===== src/rtl/hdd_pkg.sv =====
// Package: constants, character codes and types for the diagnostic display
package hdd_pkg;

    // ------------------------------------------------------------
    // Timing
    // ------------------------------------------------------------
    localparam int unsigned CLK_PERIOD_NS    = 5;
    localparam int unsigned DEBOUNCE_MS      = 20;
    localparam int unsigned HOLD_MS          = 500;
    localparam int unsigned BLINK_MS         = 500;
    localparam int unsigned DEBOUNCE_CYC     = DEBOUNCE_MS * 1000000 / CLK_PERIOD_NS;
    localparam int unsigned HOLD_CYC         = HOLD_MS * 1000000 / CLK_PERIOD_NS;
    localparam int unsigned BLINK_CYC        = BLINK_MS * 1000000 / CLK_PERIOD_NS;

    // ------------------------------------------------------------
    // Operating states and error classes
    // ------------------------------------------------------------
    localparam logic [3:0] OPST_START        = 4'h1;
    localparam logic [3:0] OPST_NOT_READY    = 4'h2;
    localparam logic [3:0] OPST_SW_DISABLED  = 4'h3;
    localparam logic [3:0] OPST_READY        = 4'h4;
    localparam logic [3:0] OPST_SWITCHED_ON  = 4'h5;
    localparam logic [3:0] OPST_OP_ENABLED   = 4'h6;
    localparam logic [3:0] OPST_QUICK_STOP   = 4'h7;
    localparam logic [3:0] OPST_FAULT_REACT  = 4'h8;
    localparam logic [3:0] OPST_FAULT        = 4'h9;
    localparam logic [2:0] ECLASS_WARN       = 3'h0;
    localparam logic [2:0] ECLASS_STOP       = 3'h1;
    localparam logic [2:0] ECLASS_MAX        = 3'h4;

    // ------------------------------------------------------------
    // Character codes: 0..f are hex digits, 5'h10 is blank, others letters
    // ------------------------------------------------------------
    localparam logic [4:0] CH_A     = 5'h0a;
    localparam logic [4:0] CH_C     = 5'h0c;
    localparam logic [4:0] CH_D     = 5'h0d;
    localparam logic [4:0] CH_E     = 5'h0e;
    localparam logic [4:0] CH_F     = 5'h0f;
    localparam logic [4:0] CH_BLANK = 5'h10;
    localparam logic [4:0] CH_G     = 5'h11;
    localparam logic [4:0] CH_I     = 5'h12;
    localparam logic [4:0] CH_L     = 5'h13;
    localparam logic [4:0] CH_N     = 5'h14;
    localparam logic [4:0] CH_O     = 5'h15;
    localparam logic [4:0] CH_P     = 5'h16;
    localparam logic [4:0] CH_R     = 5'h17;
    localparam logic [4:0] CH_S     = 5'h18;
    localparam logic [4:0] CH_T     = 5'h19;
    localparam logic [4:0] CH_U     = 5'h1a;
    localparam logic [4:0] CH_W     = 5'h1b;
    localparam logic [4:0] CH_Y     = 5'h1c;
    localparam logic [4:0] CH_H     = 5'h1d;
    localparam logic [4:0] CH_V     = 5'h1e;
    localparam logic [4:0] CH_M     = 5'h1f;

    // Four characters, leftmost first
    typedef struct packed {
        logic [4:0] c3;
        logic [4:0] c2;
        logic [4:0] c1;
        logic [4:0] c0;
    } hdd_text_type;

    // Display output: text plus the two right-hand dots
    typedef struct packed {
        hdd_text_type text;
        logic [1:0]   dots;
    } hdd_disp_type;

    // Status from the drive side
    typedef struct packed {
        logic [3:0]  op_state;
        logic        err_pending;
        logic [2:0]  err_class;
        logic [15:0] err_code;
        logic        ext_panel;
        logic        card_mismatch;
        logic        motor_new;
        logic        panel_lock_setting;
        logic        supply_low;
        logic        sys_error;
    } hdd_status_type;

    // Requests to the drive side, one-cycle pulses
    typedef struct packed {
        logic save_motor;
        logic clear_error;
        logic goto_ready;
    } hdd_req_type;

    localparam hdd_text_type TXT_BLANK = '{CH_BLANK, CH_BLANK, CH_BLANK, CH_BLANK};
    localparam hdd_req_type  REQ_NONE  = '{1'b0, 1'b0, 1'b0};

endpackage


===== src/rtl/hdd_display.sv =====
// Diagnostic front-panel display and button sequencer for the servo drive
`timescale 1ns/10ps
// Notes on behaviour
// [RULE_01] Normally show operating state; init for Start, nrdy for Not Ready.
// [RULE_02] Show StoP in quick stop; FLE for fault reaction and fault (the code shows FLt).
// [RULE_03] External panel connected: show its message, ignore the button.
// [RULE_04] Show card message when memory card differs from drive settings.
// [RULE_05] Show Prot when the panel lock setting locks functions.
// [RULE_06] Show uLoW when controller supply is low during initialization.
// [RULE_07] Show WdoG on an unidentified internal system error.
// [RULE_08] New motor: show message, press shows SAVE, press saves, goes to state 4.
// [RULE_09] Class 0 error pending: flash right dots, hide the error code.
// [RULE_10] Class 0: code while held, reset prompt on release, press clears.
// [RULE_11] Cancelling the class 0 reset keeps the error pending.
// [RULE_12] Class 1 error: alternate error code and stop message.
// [RULE_13] Class 2 to 4 error: alternate error code and fault message.
// [RULE_14] Class 1 to 4: press shows reset prompt, press clears, state 4.
// [RULE_15] Debounce the button; one event per press; hold differs from tap.
module hdd_display #(
    parameter int unsigned DEBOUNCE_CYCLES = hdd_pkg::DEBOUNCE_CYC,
    parameter int unsigned HOLD_CYCLES     = hdd_pkg::HOLD_CYC,
    parameter int unsigned BLINK_CYCLES    = hdd_pkg::BLINK_CYC
) (
    input  wire logic                   clk_i,
    input  wire logic                   rst_i,
    input  wire logic                   button_i,
    input  wire hdd_pkg::hdd_status_type status_i,
    output logic                        cancel_i_unused_o,
    output hdd_pkg::hdd_disp_type       disp_o,
    output hdd_pkg::hdd_req_type        req_o
);
    import hdd_pkg::*;

    // Refuse timings the counters cannot serve
    if (DEBOUNCE_CYCLES < 1 || HOLD_CYCLES <= DEBOUNCE_CYCLES
            || BLINK_CYCLES < 1) begin : g_bad_timing
        $error("hdd_display: timing parameters out of range");
    end

    // ------------------------------------------------------------
    // Button debounce and press classification
    // ------------------------------------------------------------
    logic [31:0] deb_cnt_q;
    logic [31:0] hold_cnt_q;
    logic        btn_q;
    logic        held_q;
    wire  logic  btn_change = (button_i != btn_q);
    wire  logic  press_ev   = btn_change && !btn_q &&
                              (deb_cnt_q == 32'(DEBOUNCE_CYCLES - 1));
    wire  logic  release_ev = btn_change && btn_q &&
                              (deb_cnt_q == 32'(DEBOUNCE_CYCLES - 1));
    wire  logic  hold_ev    = btn_q && !held_q &&
                              (hold_cnt_q == 32'(HOLD_CYCLES - 1));

    // Input must stay stable a full window before the state flips
    always_ff @(posedge clk_i or posedge rst_i) begin
        if (rst_i) begin
            deb_cnt_q <= 32'h0;
            btn_q     <= 1'b0;
        end else if (!btn_change) begin
            deb_cnt_q <= 32'h0;
        end else if (deb_cnt_q == 32'(DEBOUNCE_CYCLES - 1)) begin
            deb_cnt_q <= 32'h0;
            btn_q     <= button_i; // RULE_15
        end else begin
            deb_cnt_q <= deb_cnt_q + 32'h1;
        end
    end

    // Hold timer, fires once per press
    always_ff @(posedge clk_i or posedge rst_i) begin
        if (rst_i) begin
            hold_cnt_q <= 32'h0;
            held_q     <= 1'b0;
        end else if (!btn_q) begin
            hold_cnt_q <= 32'h0;
            held_q     <= 1'b0;
        end else if (hold_ev) begin
            held_q     <= 1'b1; // RULE_15
        end else if (!held_q) begin
            hold_cnt_q <= hold_cnt_q + 32'h1;
        end
    end

    // ------------------------------------------------------------
    // Blink timer for alternation and dot flashing
    // ------------------------------------------------------------
    logic [31:0] blink_cnt_q;
    logic        phase_q;
    always_ff @(posedge clk_i or posedge rst_i) begin
        if (rst_i) begin
            blink_cnt_q <= 32'h0;
            phase_q     <= 1'b0;
        end else if (blink_cnt_q == 32'(BLINK_CYCLES - 1)) begin
            blink_cnt_q <= 32'h0;
            phase_q     <= !phase_q;
        end else begin
            blink_cnt_q <= blink_cnt_q + 32'h1;
        end
    end

    // ------------------------------------------------------------
    // Button sequence state machine
    // ------------------------------------------------------------
    typedef enum logic [5:0] {
        ST_IDLE      = 6'b000001,
        ST_SAVE      = 6'b000010,
        ST_W0_SHOW   = 6'b000100,
        ST_W0_PROMPT = 6'b001000,
        ST_ERR_PROMPT= 6'b010000,
        ST_W0_WAIT   = 6'b100000
    } hdd_seq_type;

    hdd_seq_type seq_q;
    hdd_seq_type seq_d;
    hdd_req_type req_d;

    // External panel disables all button handling
    wire logic btn_ok      = !status_i.ext_panel; // RULE_03
    wire logic p_ev        = press_ev && btn_ok;
    wire logic err_hi      = status_i.err_pending && (status_i.err_class != ECLASS_WARN)
                             && (status_i.err_class <= ECLASS_MAX);
    wire logic err_warn    = status_i.err_pending && (status_i.err_class == ECLASS_WARN);

    always_comb begin
        seq_d = seq_q;
        req_d = REQ_NONE;
        case (seq_q)
            ST_IDLE: begin
                if (p_ev && err_hi) begin
                    seq_d = ST_ERR_PROMPT; // RULE_14
                end else if (p_ev && status_i.motor_new) begin
                    seq_d = ST_SAVE; // RULE_08
                end else if (p_ev && err_warn) begin
                    seq_d = ST_W0_WAIT;
                end
            end
            ST_W0_WAIT: begin
                // Short tap before hold timer expires cancels, error kept
                if (hold_ev) begin
                    seq_d = ST_W0_SHOW; // RULE_10
                end else if (release_ev || !btn_ok) begin
                    seq_d = ST_IDLE; // RULE_11
                end
            end
            ST_W0_SHOW: begin
                if (release_ev) begin
                    seq_d = ST_W0_PROMPT; // RULE_10
                end else if (!btn_ok) begin
                    seq_d = ST_IDLE;
                end
            end
            ST_W0_PROMPT: begin
                if (hold_ev || !btn_ok || !err_warn) begin
                    seq_d = ST_IDLE; // RULE_11
                end else if (release_ev) begin
                    seq_d = ST_IDLE;
                    req_d.clear_error = 1'b1; // RULE_10
                end
            end
            ST_SAVE: begin
                if (hold_ev || !btn_ok || !status_i.motor_new) begin
                    seq_d = ST_IDLE;
                end else if (p_ev) begin
                    seq_d = ST_IDLE;
                    req_d.save_motor = 1'b1; // RULE_08
                    req_d.goto_ready = 1'b1; // RULE_08
                end
            end
            ST_ERR_PROMPT: begin
                if (hold_ev || !btn_ok || !err_hi) begin
                    seq_d = ST_IDLE;
                end else if (p_ev) begin
                    seq_d = ST_IDLE;
                    req_d.clear_error = 1'b1; // RULE_14
                    req_d.goto_ready  = 1'b1; // RULE_14
                end
            end
            default: begin
                seq_d = ST_IDLE;
            end
        endcase
    end

    // ------------------------------------------------------------
    // Display content selection
    // ------------------------------------------------------------
    function automatic hdd_text_type code_text(input logic [15:0] code);
        code_text = '{{1'b0, code[15:12]}, {1'b0, code[11:8]},
                      {1'b0, code[7:4]}, {1'b0, code[3:0]}};
    endfunction

    function automatic hdd_text_type state_text(input logic [3:0] st);
        case (st)
            OPST_START:       state_text = '{CH_I, CH_N, CH_I, CH_T};
            OPST_NOT_READY:   state_text = '{CH_N, CH_R, CH_D, CH_Y};
            OPST_SW_DISABLED: state_text = '{CH_BLANK, CH_D, CH_I, CH_S};
            OPST_READY:       state_text = '{CH_BLANK, CH_R, CH_D, CH_Y};
            OPST_SWITCHED_ON: state_text = '{CH_BLANK, CH_S, CH_O, CH_N};
            OPST_OP_ENABLED:  state_text = '{CH_BLANK, CH_R, CH_U, CH_N};
            OPST_QUICK_STOP:  state_text = '{CH_S, CH_T, CH_O, CH_P};
            OPST_FAULT_REACT,
            OPST_FAULT:       state_text = '{CH_BLANK, CH_F, CH_L, CH_T};
            default:          state_text = TXT_BLANK;
        endcase
    endfunction

    wire hdd_text_type err_code_txt = code_text(status_i.err_code);
    wire hdd_text_type stop_txt     = '{CH_BLANK, CH_S, CH_T, CH_P};
    wire hdd_text_type flt_txt      = '{CH_BLANK, CH_F, CH_L, CH_T};
    wire hdd_text_type fres_txt     = '{CH_F, CH_R, CH_E, CH_S};
    wire hdd_text_type save_txt     = '{CH_S, CH_A, CH_V, CH_E};
    wire hdd_text_type alt_txt      = (status_i.err_class == ECLASS_STOP) ? stop_txt : flt_txt;
    hdd_text_type text_d;

    // Priority: system states, sequences, errors, notices, operating state
    always_comb begin
        if (status_i.ext_panel) begin
            text_d = '{CH_D, CH_I, CH_S, CH_P}; // RULE_03
        end else if (status_i.sys_error) begin
            text_d = '{CH_W, CH_D, CH_O, CH_G}; // RULE_07
        end else if (status_i.supply_low && status_i.op_state == OPST_START) begin
            text_d = '{CH_U, CH_L, CH_O, CH_W}; // RULE_06
        end else if (seq_q == ST_SAVE) begin
            text_d = save_txt; // RULE_08
        end else if (seq_q == ST_ERR_PROMPT || seq_q == ST_W0_PROMPT) begin
            text_d = fres_txt; // RULE_14
        end else if (seq_q == ST_W0_SHOW) begin
            text_d = err_code_txt; // RULE_10
        end else if (err_hi) begin
            text_d = phase_q ? alt_txt : err_code_txt; // RULE_12 RULE_13
        end else if (status_i.motor_new) begin
            text_d = '{CH_BLANK, CH_M, CH_O, CH_T}; // RULE_08
        end else if (status_i.card_mismatch) begin
            text_d = '{CH_C, CH_A, CH_R, CH_D}; // RULE_04
        end else if (status_i.panel_lock_setting) begin
            text_d = '{CH_P, CH_R, CH_O, CH_T}; // RULE_05
        end else begin
            text_d = state_text(status_i.op_state); // RULE_01 RULE_02
        end
    end

    // Dots flash only; the class 0 code stays hidden until queried
    wire logic [1:0] dots_d = (err_warn && phase_q) ? 2'b11 : 2'b00; // RULE_09

    // ------------------------------------------------------------
    // Registered state and outputs
    // ------------------------------------------------------------
    always_ff @(posedge clk_i or posedge rst_i) begin
        if (rst_i) begin
            seq_q  <= ST_IDLE;
            req_o  <= REQ_NONE;
            disp_o <= '{TXT_BLANK, 2'b00};
        end else begin
            seq_q  <= seq_d;
            req_o  <= req_d;
            disp_o <= '{text_d, dots_d};
        end
    end

    // Status bit pulses for one cycle when a tap cancels the class 0 query
    always_ff @(posedge clk_i or posedge rst_i) begin
        if (rst_i) begin
            cancel_i_unused_o <= 1'b0;
        end else begin
            // Only an operator tap cancels; a panel takeover leaves silently
            cancel_i_unused_o <= (seq_q == ST_W0_WAIT) && release_ev && !hold_ev
                                 && btn_ok; // RULE_11
        end
    end

endmodule


===== config.mk =====
export PLATFORM = sky130hd
export DESIGN_NAME = hdd_display
export DESIGN_NICKNAME = d
export VERILOG_FILES = /design/src/rtl/hdd_pkg.sv /design/src/rtl/hdd_display.sv
export SDC_FILE = /design/constraint.sdc
export NUM_CORES = 1
export LEC_CHECK = 0
export BUFFER_PORTS_ARGS = -buffer_cell sky130_fd_sc_hd__buf_4
export CORE_ASPECT_RATIO = 1.25
export CORE_UTILIZATION = 25
export DETAILED_ROUTE_END_ITERATION = 6
export SLEW_MARGIN = 20
export SYNTH_ARGS = -nofsm -noshare
export SYNTH_HDL_FRONTEND = slang
export SYNTH_SLANG_ARGS = --single-unit

===== constraint.sdc =====
create_clock -name clk_i -period 4.8 [get_ports clk_i]
set_input_delay 0.48 -clock clk_i [delete_from_list [all_inputs] [get_ports clk_i]]
set_output_delay 0.48 -clock clk_i [all_outputs]
set_load 0.01 [all_outputs]

* Word-level counts from Yosys, hierarchy flattened
Memories as Yosys holds them, arrays and structs flattened.
Index checks and enable logic that the tools add are counted.
** Storage, ports and cells
- Memories kept :: 1
- Bits in registers :: 131
- Output and inout bits :: 26
- RAM bits :: 0
- Input port bits :: 33
- Bits in latches :: 0
- Logic and storage cells :: 120
- Memory bits (read-only) :: 272
** Operators by class
- Bitwise operators :: 0
- Multipliers :: 0
- $lt $le $gt $ge :: 1
- Shift operators :: 0
- Eq/ne operators :: 19
- Reduce and logical (&&, ||, !) cells :: 37
- Divide/modulo/power cells :: 0
- Mux-type cells :: 43
- $add $sub $neg :: 3
** Memory list
- (name not given) :: depth 16, width 17, rd ports 1, clocked after Yosys merged registers in 0, wr ports 0, RTL line hdd_display.sv:194 : case (st)
** Operators by type and width (count)
- $mux 20 :: 11
- $mux 32 :: 6
- $add 32x1->32 const B :: 3
- $mux 6 :: 12
- $eq 32x27->1 const B :: 2
- $pmux 6 s6 :: 1
- $eq 32x22->1 const B :: 1
- $logic_and 1x1->1 :: 18
- $mux 15 :: 1
- $ne 3x3->1 const B :: 3
- $logic_not 1->1 :: 8
- $mux 1 :: 7
- $eq 6x1->1 const B :: 1
- $eq 6x2->1 const B :: 1
- $eq 6x3->1 const B :: 1
- $eq 6x4->1 const B :: 1
- $eq 6x5->1 const B :: 1
- $eq 6x6->1 const B :: 1
- $logic_or 1x1->1 :: 6
- $mux 2 :: 3
- $eq 4x1->1 const B :: 1
- $ne 2x2->1 const B :: 2
- $ne 4x4->1 const B :: 1
- $pmux 1 s2 :: 2
- 8 further kinds :: 9

* Longest topological paths before layout
Gate-level depths: netlist of the first run.
An unclocked memory read counts as a cell.
- Word-level depth :: 11
- Depth in mapped cells :: 9
- Gate-level depth less buffers :: 7

* Worst setup path after synthesis of the first run
OpenSTA, ideal clock, no wires.
- Kind :: reg-to-reg
- Start :: reg btn_q
- End :: reg hold_cnt_q[27]
- Arrival :: 1.965 ns
- Required time :: 4.722 ns
- Slack :: 2.756 ns
- Period minus slack after synthesis :: 2.044 ns
- Cell stages (with the launch flop) :: 8
- Path buffers :: 1
- Library setup time :: 0.078 ns
- Cells stage by stage :: dfrtp_1 buf_6 or4b_1 nor3_2 and4_4 or4b_4 or3b_1 a21oi_1
** On the way
- Word-level cells in the longest chain between the ends :: 4
- Elaborated cells between the ends (all ways) :: 6
- Classes of those cells :: 2 x eq/ne; 1 x mux; 3 x reduce/logical
** Ends and longest elaborated chain
- start, declared :: RTL line hdd_display.sv:45 : logic btn_q;
- start signal, assigned :: RTL line hdd_display.sv:64 : btn_q <= button_i;
- $logic_and 1x1->1 (2 in a row) :: RTL line hdd_display.sv:52 : wire logic hold_ev = btn_q && !held_q &&
- $ne 2x2->1 (no line)
- $reduce_and 2->1 (no line)
- end signal, assigned :: RTL line hdd_display.sv:81 : hold_cnt_q <= hold_cnt_q + 32'h1;
- end, declared :: RTL line hdd_display.sv:44 : logic [31:0] hold_cnt_q;
Parallel ways exist; a longest one is shown, timed or not.
A chain may end at the register's enable or synchronous reset.

==> metrics.yaml, run 1 <==
status: "finished clean"
crit_path_top_delay_cell: "nand3b_1"
endpoint_kind: "register"
worst_slew_pin_slew_ns: 0.7912
regToRegEndpoint: "disp_o[14]$_DFF_PP0_"
htreeDepth: 4
start_util_pct: 25.37
synthFlopType: "dfrtp_1"
met2_usage_pct: 20.32
start_kind: "register"
powerDensity_nw_per_um2: 313.0
ant_nets: 0
post_cts.repair.setup_buffers: 0
hold_class: "primary input to async pin"
syn-num-nets: 792
setup_ws_ns: 2.181
worstPathArrival_ns: 2.91
track_usage_pct: 12.27
finalSetupViolations: 0
ios: 59
cts-root-buf: "clkbuf_16"
fin_crit_ns: 2.619
drc_errors: 0
fin_skew_ns: 0.01162
grt_max_degree: 72
grt_pass1_vias: 5763
syn-instance-count: 754
whs_ns: 0.2108
startpoint: "seq_q[3]$_DFFE_PP0P_"
cts.path.max_buffers: 2
setup_tns_ns: 0
cp_cell_sequence: "nor4_2 -> nand3b_1 -> and2_0 -> o21a_1 -> o311ai_0 -> a21oi_1"
post-place-cells: 1132
clk_pin_slew_ns: 0.06
syn_to_final_growth_pct: 19.68
relSlewSlack_pct: 47.25
peakVddDrop_mv: 0.2659
mostFrequentLayoutCell: "dfrtp_1"
synth_edf_count: 0
cp_max_fo: 17
synth_seq_cells: 130
drt-total-wl_um: 16830
rows: 68
ys_warn_count: 0
num-nets-final: 839
place_ws_ns: 2.274
layout-drive-gt1-share_pct: 14.37
cp_data_required_time_ns: 5.09
grt_antenna_before_repair: 1
grt_pass1_wl_um: 28120
dp_hpwl_um: 12010
syn_area_um2: 6993
overflow: 0
max_freq_ghz: 0.3818
vias_per_cell: 4.945
crit_type: "register to register"
cts.sinks: 130
netlist_top_cells_area: "dfrtp_1 (45%), xor2_1 (5.9%), nor2_1 (5.2%)"
insertion_delay_ns: 0.42
synth.distinct_cells: 73
cts_hold_buf: 0
leakagePower_uw: 0.003588
groute.layer.met1.usage_pct: 15.18
reg2reg_slack_ns: 2.18
async_flop_share_pct: 100.0
grt_most_used_layer: "met2"
slew_viol_final: 0
drtPass1Iterations: 5
drtIter0Drc: 322
fin_crit_sh_pct: 54.57
numCtsBuffers: 17
vias: 5761
ctsResizeCount: 0
drv_cap: 0
synth_top_cell_by_area: "dfrtp_1"
layoutNonFillerInstCount: 1165
hold_violations: 0
r2r_start: "seq_q[3]$_DFFE_PP0P_"
placed_area_um2: 7749
reg2regPathDepth: 6
synth-seq-area-share_pct: 46.61
met3_usage_pct: 2.434
die_w_um: 151.6
avgSynthCellArea_um2: 9.274
layout_common_cells: "dfrtp_1 (125), nor2_1 (96), nand2_1 (59), buf_4 (59), nand3_1 (52)"
die_h_um: 189.0
gp_congestion: 0.9007
design.core.area_um2: 27570
dieArea_um2: 28650
rsz0062_at_grt: "no"
endpoint: "disp_o[14]$_DFF_PP0_"
slowest_delay_ns: 0.53
cts_tree: "done"
final_area_um2: 8369
wl_per_cell_um: 14.44
synth_top_area_share_pct: 44.73
port_buffers: 58
[cell usage after synthesis, types with 3 or more instances]
cell and instances:
nand3b_1 3, or3_1 8, o31ai_1 7, nand4_1 13, nand2_1 59, nand2b_1 11
nor4b_1 6, dfstp_2 5, o211ai_1 4, nor2b_1 6, a21o_1 3, ha_1 5
and4_2 3, buf_2 5, o21ai_0 36, nor2_1 96, a31oi_1 4, and2_1 10
a211oi_1 4, o21a_1 8, nor3_1 25, mux2i_1 7, nor4bb_1 3, a22oi_1 3
nor4_1 11, dfrtp_1 125, a311oi_1 4, and3_2 3, o311ai_0 3, xor2_1 47
inv_1 18, or2_2 3, xnor2_1 33, a21oi_1 23, a21boi_0 3, and3_1 19
clkbuf_1 22, and4_1 11, nand3_1 52
[where the power goes]
| part | switching [uW] | leakage [uW] | internal (uW) |
|---|---|---|---|
| Sequential | 5.86 | 0.00173 | 1110 |
| Combinational | 97.5 | 0.00157 | 60.5 |
| Clock | 508 | 0.000294 | 837 |
[routing by layer]
layer,share of wire [%],up-vias
li1,-,2781
met1,44,2813
met2,50,130
met3,3.7,37
met4,2.6,0
met5,0,-
[final cells by class]
class	count	area [um^2]
Inverter	19	73.82
Clock buffer	18	439.2
Tap cell	350	437.9
Sequential cell	130	3259
Antenna cell	1	2.502
Timing Repair Buffer	60	462.9
Multi-Input combinational cell	573	3515
Fill cell	2840	19200
Clock inverter	14	178.9
[worst max-delay path, delay by kind of cell, from the launching register on]
kind,cells,cell delay [ns]
DFF,1,0.46
and+or+nand+nor,3,1.36
AOI/OAI and AO/OA,3,0.67
[sequential cells by signal, indices dropped and copies added, names as in the netlist]
register           flops
blink_cnt_q           32
btn_q                  1
cancel_i_unused_o      1
deb_cnt_q             32
disp_o                21
held_q                 1
hold_cnt_q            32
phase_q                1
req_o                  3
seq_q                  6
[worst min path at each step]
stage	end	cells past startpoint
global placement	blink_cnt_q[31]$_DFF_PP0_	1
CTS	hold_cnt_q[24]$_DFFE_PP0P_	2
floorplan	blink_cnt_q[31]$_DFF_PP0_	1
finish	hold_cnt_q[24]$_DFFE_PP0P_	2
global route	hold_cnt_q[25]$_DFFE_PP0P_	2
detailed placement	blink_cnt_q[31]$_DFF_PP0_	1
[logic make-up after synthesis]
logic type | Yosys count | synth area share (%)
compound gates | 121 | 11.09
xor+xnor | 80 | 10.02
fa+ha+maj | 5 | 0.8946
buf+inv | 51 | 3.131
flops | 130 | 46.61
mux | 7 | 1.002
simple gates | 360 | 27.25
[per-stage QoR]
stage,total power [uW],utilization (%)
final,2620,30.36
after global routing,2721,30.35
after CTS,2654,30.35
after detailed placement,1295,28.11
after global placement,1296,28.11
after floorplan,1223,-
No activity file was read; power rests on OpenSTA's default activity.
==> inputs of run 2 (changes only) <==
Clock period 4.8 ns to 2.31 ns, I/O delays scaled along.
==> run 2 against run 1 <==
Hold slack worse by 0.17 ns. Cell count up 2.9%. Combinational power up 120%. Global-route usage up 0.24 points. Largest power group unchanged. Maximum frequency up 21%. Clock skew down 0.0063 ns. Critical path type unchanged. Critical endpoint is now hold_cnt_q[27]$_DFFE_PP0P_. Non-clock buffer count up 34. Largest cell class unchanged. Cell area up 3.3%.
==> metrics.yaml, run 2 (synthesis gave the netlist of run 1 again) <==
endpoint: "hold_cnt_q[27]$_DFFE_PP0P_"  # was disp_o[14]$_DFF_PP0_
layout_common_cells: "dfrtp_1 (125), nor2_1 (95), buf_4 (89)"  # was dfrtp_1 (125), nor2_1 (96), nand2_1 (59), buf_4 (59), nand3_1 (52)
gp_congestion: 0.8521  # was 0.9007
powerDensity_nw_per_um2: 616.5  # was 313.0 nW/um^2
reg2reg_slack_ns: 0.15  # was 2.18 ns
grt_antenna_before_repair: 1  # unchanged
worstPathArrival_ns: 2.51  # was 2.91 ns
setup_ws_ns: 0.1469  # was 2.181 ns
fin_crit_ns: 2.163  # was 2.619 ns
cts_tree: "done"  # unchanged
drc_errors: 0  # unchanged
cp_cell_sequence: "ha_1 -> nand3_1 -> nor2_2 -> and4_4 -> or4b_4 -> or3b_1 -> a21oi_1"  # was nor4_2 -> nand3b_1 -> and2_0 -> o21a_1 -> o311ai_0 -> a21oi_1
finalSetupViolations: 0  # unchanged
syn_to_final_growth_pct: 23.62  # was 19.68%
overflow: 0  # unchanged
track_usage_pct: 12.51  # was 12.27%
die_w_um: 151.6  # unchanged
fin_crit_sh_pct: 93.64  # was 54.57%
place_ws_ns: 0.1180  # was 2.274 ns
cp_max_fo: 5  # was 17
crit_path_top_delay_cell: "or4b_4"  # was nand3b_1
numCtsBuffers: 17  # unchanged
cts-root-buf: "clkbuf_16"  # unchanged
p_sw_uw: 1208  # was 611.0 uW
dp_hpwl_um: 12260  # was 12,010 um
drtPass1Iterations: 5  # unchanged
crit_type: "register to register"  # unchanged
slowest_delay_ns: 0.55  # was 0.53 ns
startpoint: "hold_cnt_q[0]$_DFFE_PP0P_"  # was seq_q[3]$_DFFE_PP0P_
grt_pass1_vias: 5842  # was 5,763
mostFrequentLayoutCell: "dfrtp_1"  # unchanged
fin_skew_ns: 0.005349  # was 0.01162 ns
top_regs: "blink_cnt_q: 32 flops, deb_cnt_q: 32 flops, hold_cnt_q: 32 flops"  # unchanged
p_int_uw: 4121  # was 2009 uW
netSwitchingFraction_pct: 22.67  # was 23.32%
layout-drive-gt1-share_pct: 17.69  # was 14.37%
port_buffers: 58  # unchanged
die_h_um: 189.0  # unchanged
insertion_delay_ns: 0.42  # about the same
fin_total_pwr_uw: 5329  # was 2620 uW
vias_per_cell: 4.859  # was 4.945
htreeDepth: 4  # unchanged
grt_max_degree: 68  # was 72
drtIter0Drc: 413  # was 322
clk_pin_slew_ns: 0.06  # about the same
hold_class: "primary input to register"  # was primary input to async pin
leakagePower_uw: 0.003753  # was 0.003588 uW
slew_viol_final: 0  # unchanged
status: "finished clean"  # unchanged
r2r_start: "hold_cnt_q[0]$_DFFE_PP0P_"  # was seq_q[3]$_DFFE_PP0P_
rows: 68  # unchanged
grt_pass1_wl_um: 28480  # was 28,120 um
start_kind: "register"  # unchanged
whs_ns: 0.03667  # was 0.2108 ns
drv_cap: 0  # unchanged
max_freq_ghz: 0.4623  # was 0.3818 GHz
design.core.area_um2: 27570  # unchanged
drt-total-wl_um: 17040  # was 16,830 um
cp_data_required_time_ns: 2.66  # was 5.09 ns
layoutNonFillerInstCount: 1199  # was 1,165
clock_power_share_pct: 49.9  # was 51.3%
num-nets-final: 873  # was 839
reg2regPathDepth: 7  # was 6
power_frac_comb_pct: 6.5  # was 6.0%
endpoint_kind: "register"  # unchanged
ios: 59  # unchanged
cts.sinks: 130  # unchanged
ant_nets: 0  # unchanged
regToRegEndpoint: "hold_cnt_q[27]$_DFFE_PP0P_"  # was disp_o[14]$_DFF_PP0_
seqPwrFrac_pct: 43.6  # was 42.7%
post-place-cells: 1164  # was 1,132
worst_slew_pin_slew_ns: 0.6391  # was 0.7912 ns
relSlewSlack_pct: 56.80  # was 47.25%
hold_violations: 0  # unchanged
dieArea_um2: 28650  # unchanged
wl_per_cell_um: 14.21  # was 14.44 um
peakVddDrop_mv: 0.4192  # was 0.2659 mV
vias: 5826  # was 5,761
cts.path.max_buffers: 2  # unchanged
start_util_pct: 25.37  # unchanged
## run 2: cell types whose count changed in the layout (fill, tap and decap cells not counted), sizes merged, moves of 2 or more
cell	before	now
buf	60	93
clkbuf	18	23
clkinv	6	4
inv	21	18
## run 2: layout make-up
type / instances / area, um^2
Multi-Input combinational cell: 573 / 3527
Clock buffer: 23 / 478.0
Timing Repair Buffer: 94 / 758.2
Sequential cell: 130 / 3259
Tap cell: 350 / 437.9
Fill cell: 2849 / 18920
Inverter: 19 / 75.07
Clock inverter: 9 / 106.4
Antenna cell: 1 / 2.502
## run 2: worst min-delay path by stage
stage	start	endpoint	slack (ns)	cells after the start
3_5_place_dp	rst_i	hold_cnt_q[28]$_DFFE_PP0P_	0.14	2
2_1_floorplan	status_i[0]	disp_o[5]$_DFF_PP0_	0.30	1
6_report	button_i	btn_q$_DFFE_PP0P_	0.04	3
4_1_cts	status_i[0]	disp_o[13]$_DFF_PP0_	0.02	2
5_1_grt	status_i[0]	disp_o[5]$_DFF_PP0_	0.04	2
3_3_place_gp	rst_i	hold_cnt_q[28]$_DFFE_PP0P_	0.14	2
## run 2: critical path: cells and delay by family, from the launching register on
family	cells	cell delay, ns
and+or+nand+nor	5	1.33
AOI/OAI and AO/OA	1	0.14
adders and majority gates	1	0.23
DFF	1	0.39
## run 2: routing by layer
layer,GRT usage (%),up-vias,part of all wire (%)
met4,5.941,0,2.6
met5,0,-,0
met2,21.27,124,50
met3,2.048,36,3.3
li1,-,2838,-
met1,15.20,2828,44
## run 2: repair_timing
action	in CTS	in global routing
hold buffers	1	0
resized for setup	0	3
setup buffers	0	1
endpoints found under the hold margin	125	0
setup endpoints to repair	0	2
## run 2: power by group through the flow
| stage | Combinational, uW | Clock [uW] | Sequential (uW) |
|---|---|---|---|
| 4_1_cts | 349 | 2730 | 2320 |
| 5_1_grt | 387 | 2830 | 2320 |
| 2_1_floorplan | 169 | 0 | 2370 |
| 6_report | 349 | 2660 | 2320 |
| 3_5_place_dp | 346 | 0 | 2360 |
| 3_3_place_gp | 346 | 0 | 2360 |
## run 2: stage by stage
stage / area, um^2 / TNS, ns / util (%)
after floorplan: 6997 / 0 / -
after global placement: 8028 / 0 / 29.12
after detailed placement: 8028 / 0 / 29.12
after CTS: 8622 / 0 / 31.28
after global routing: 8642 / -0.0002955 / 31.35
final: 8645 / 0 / 31.36
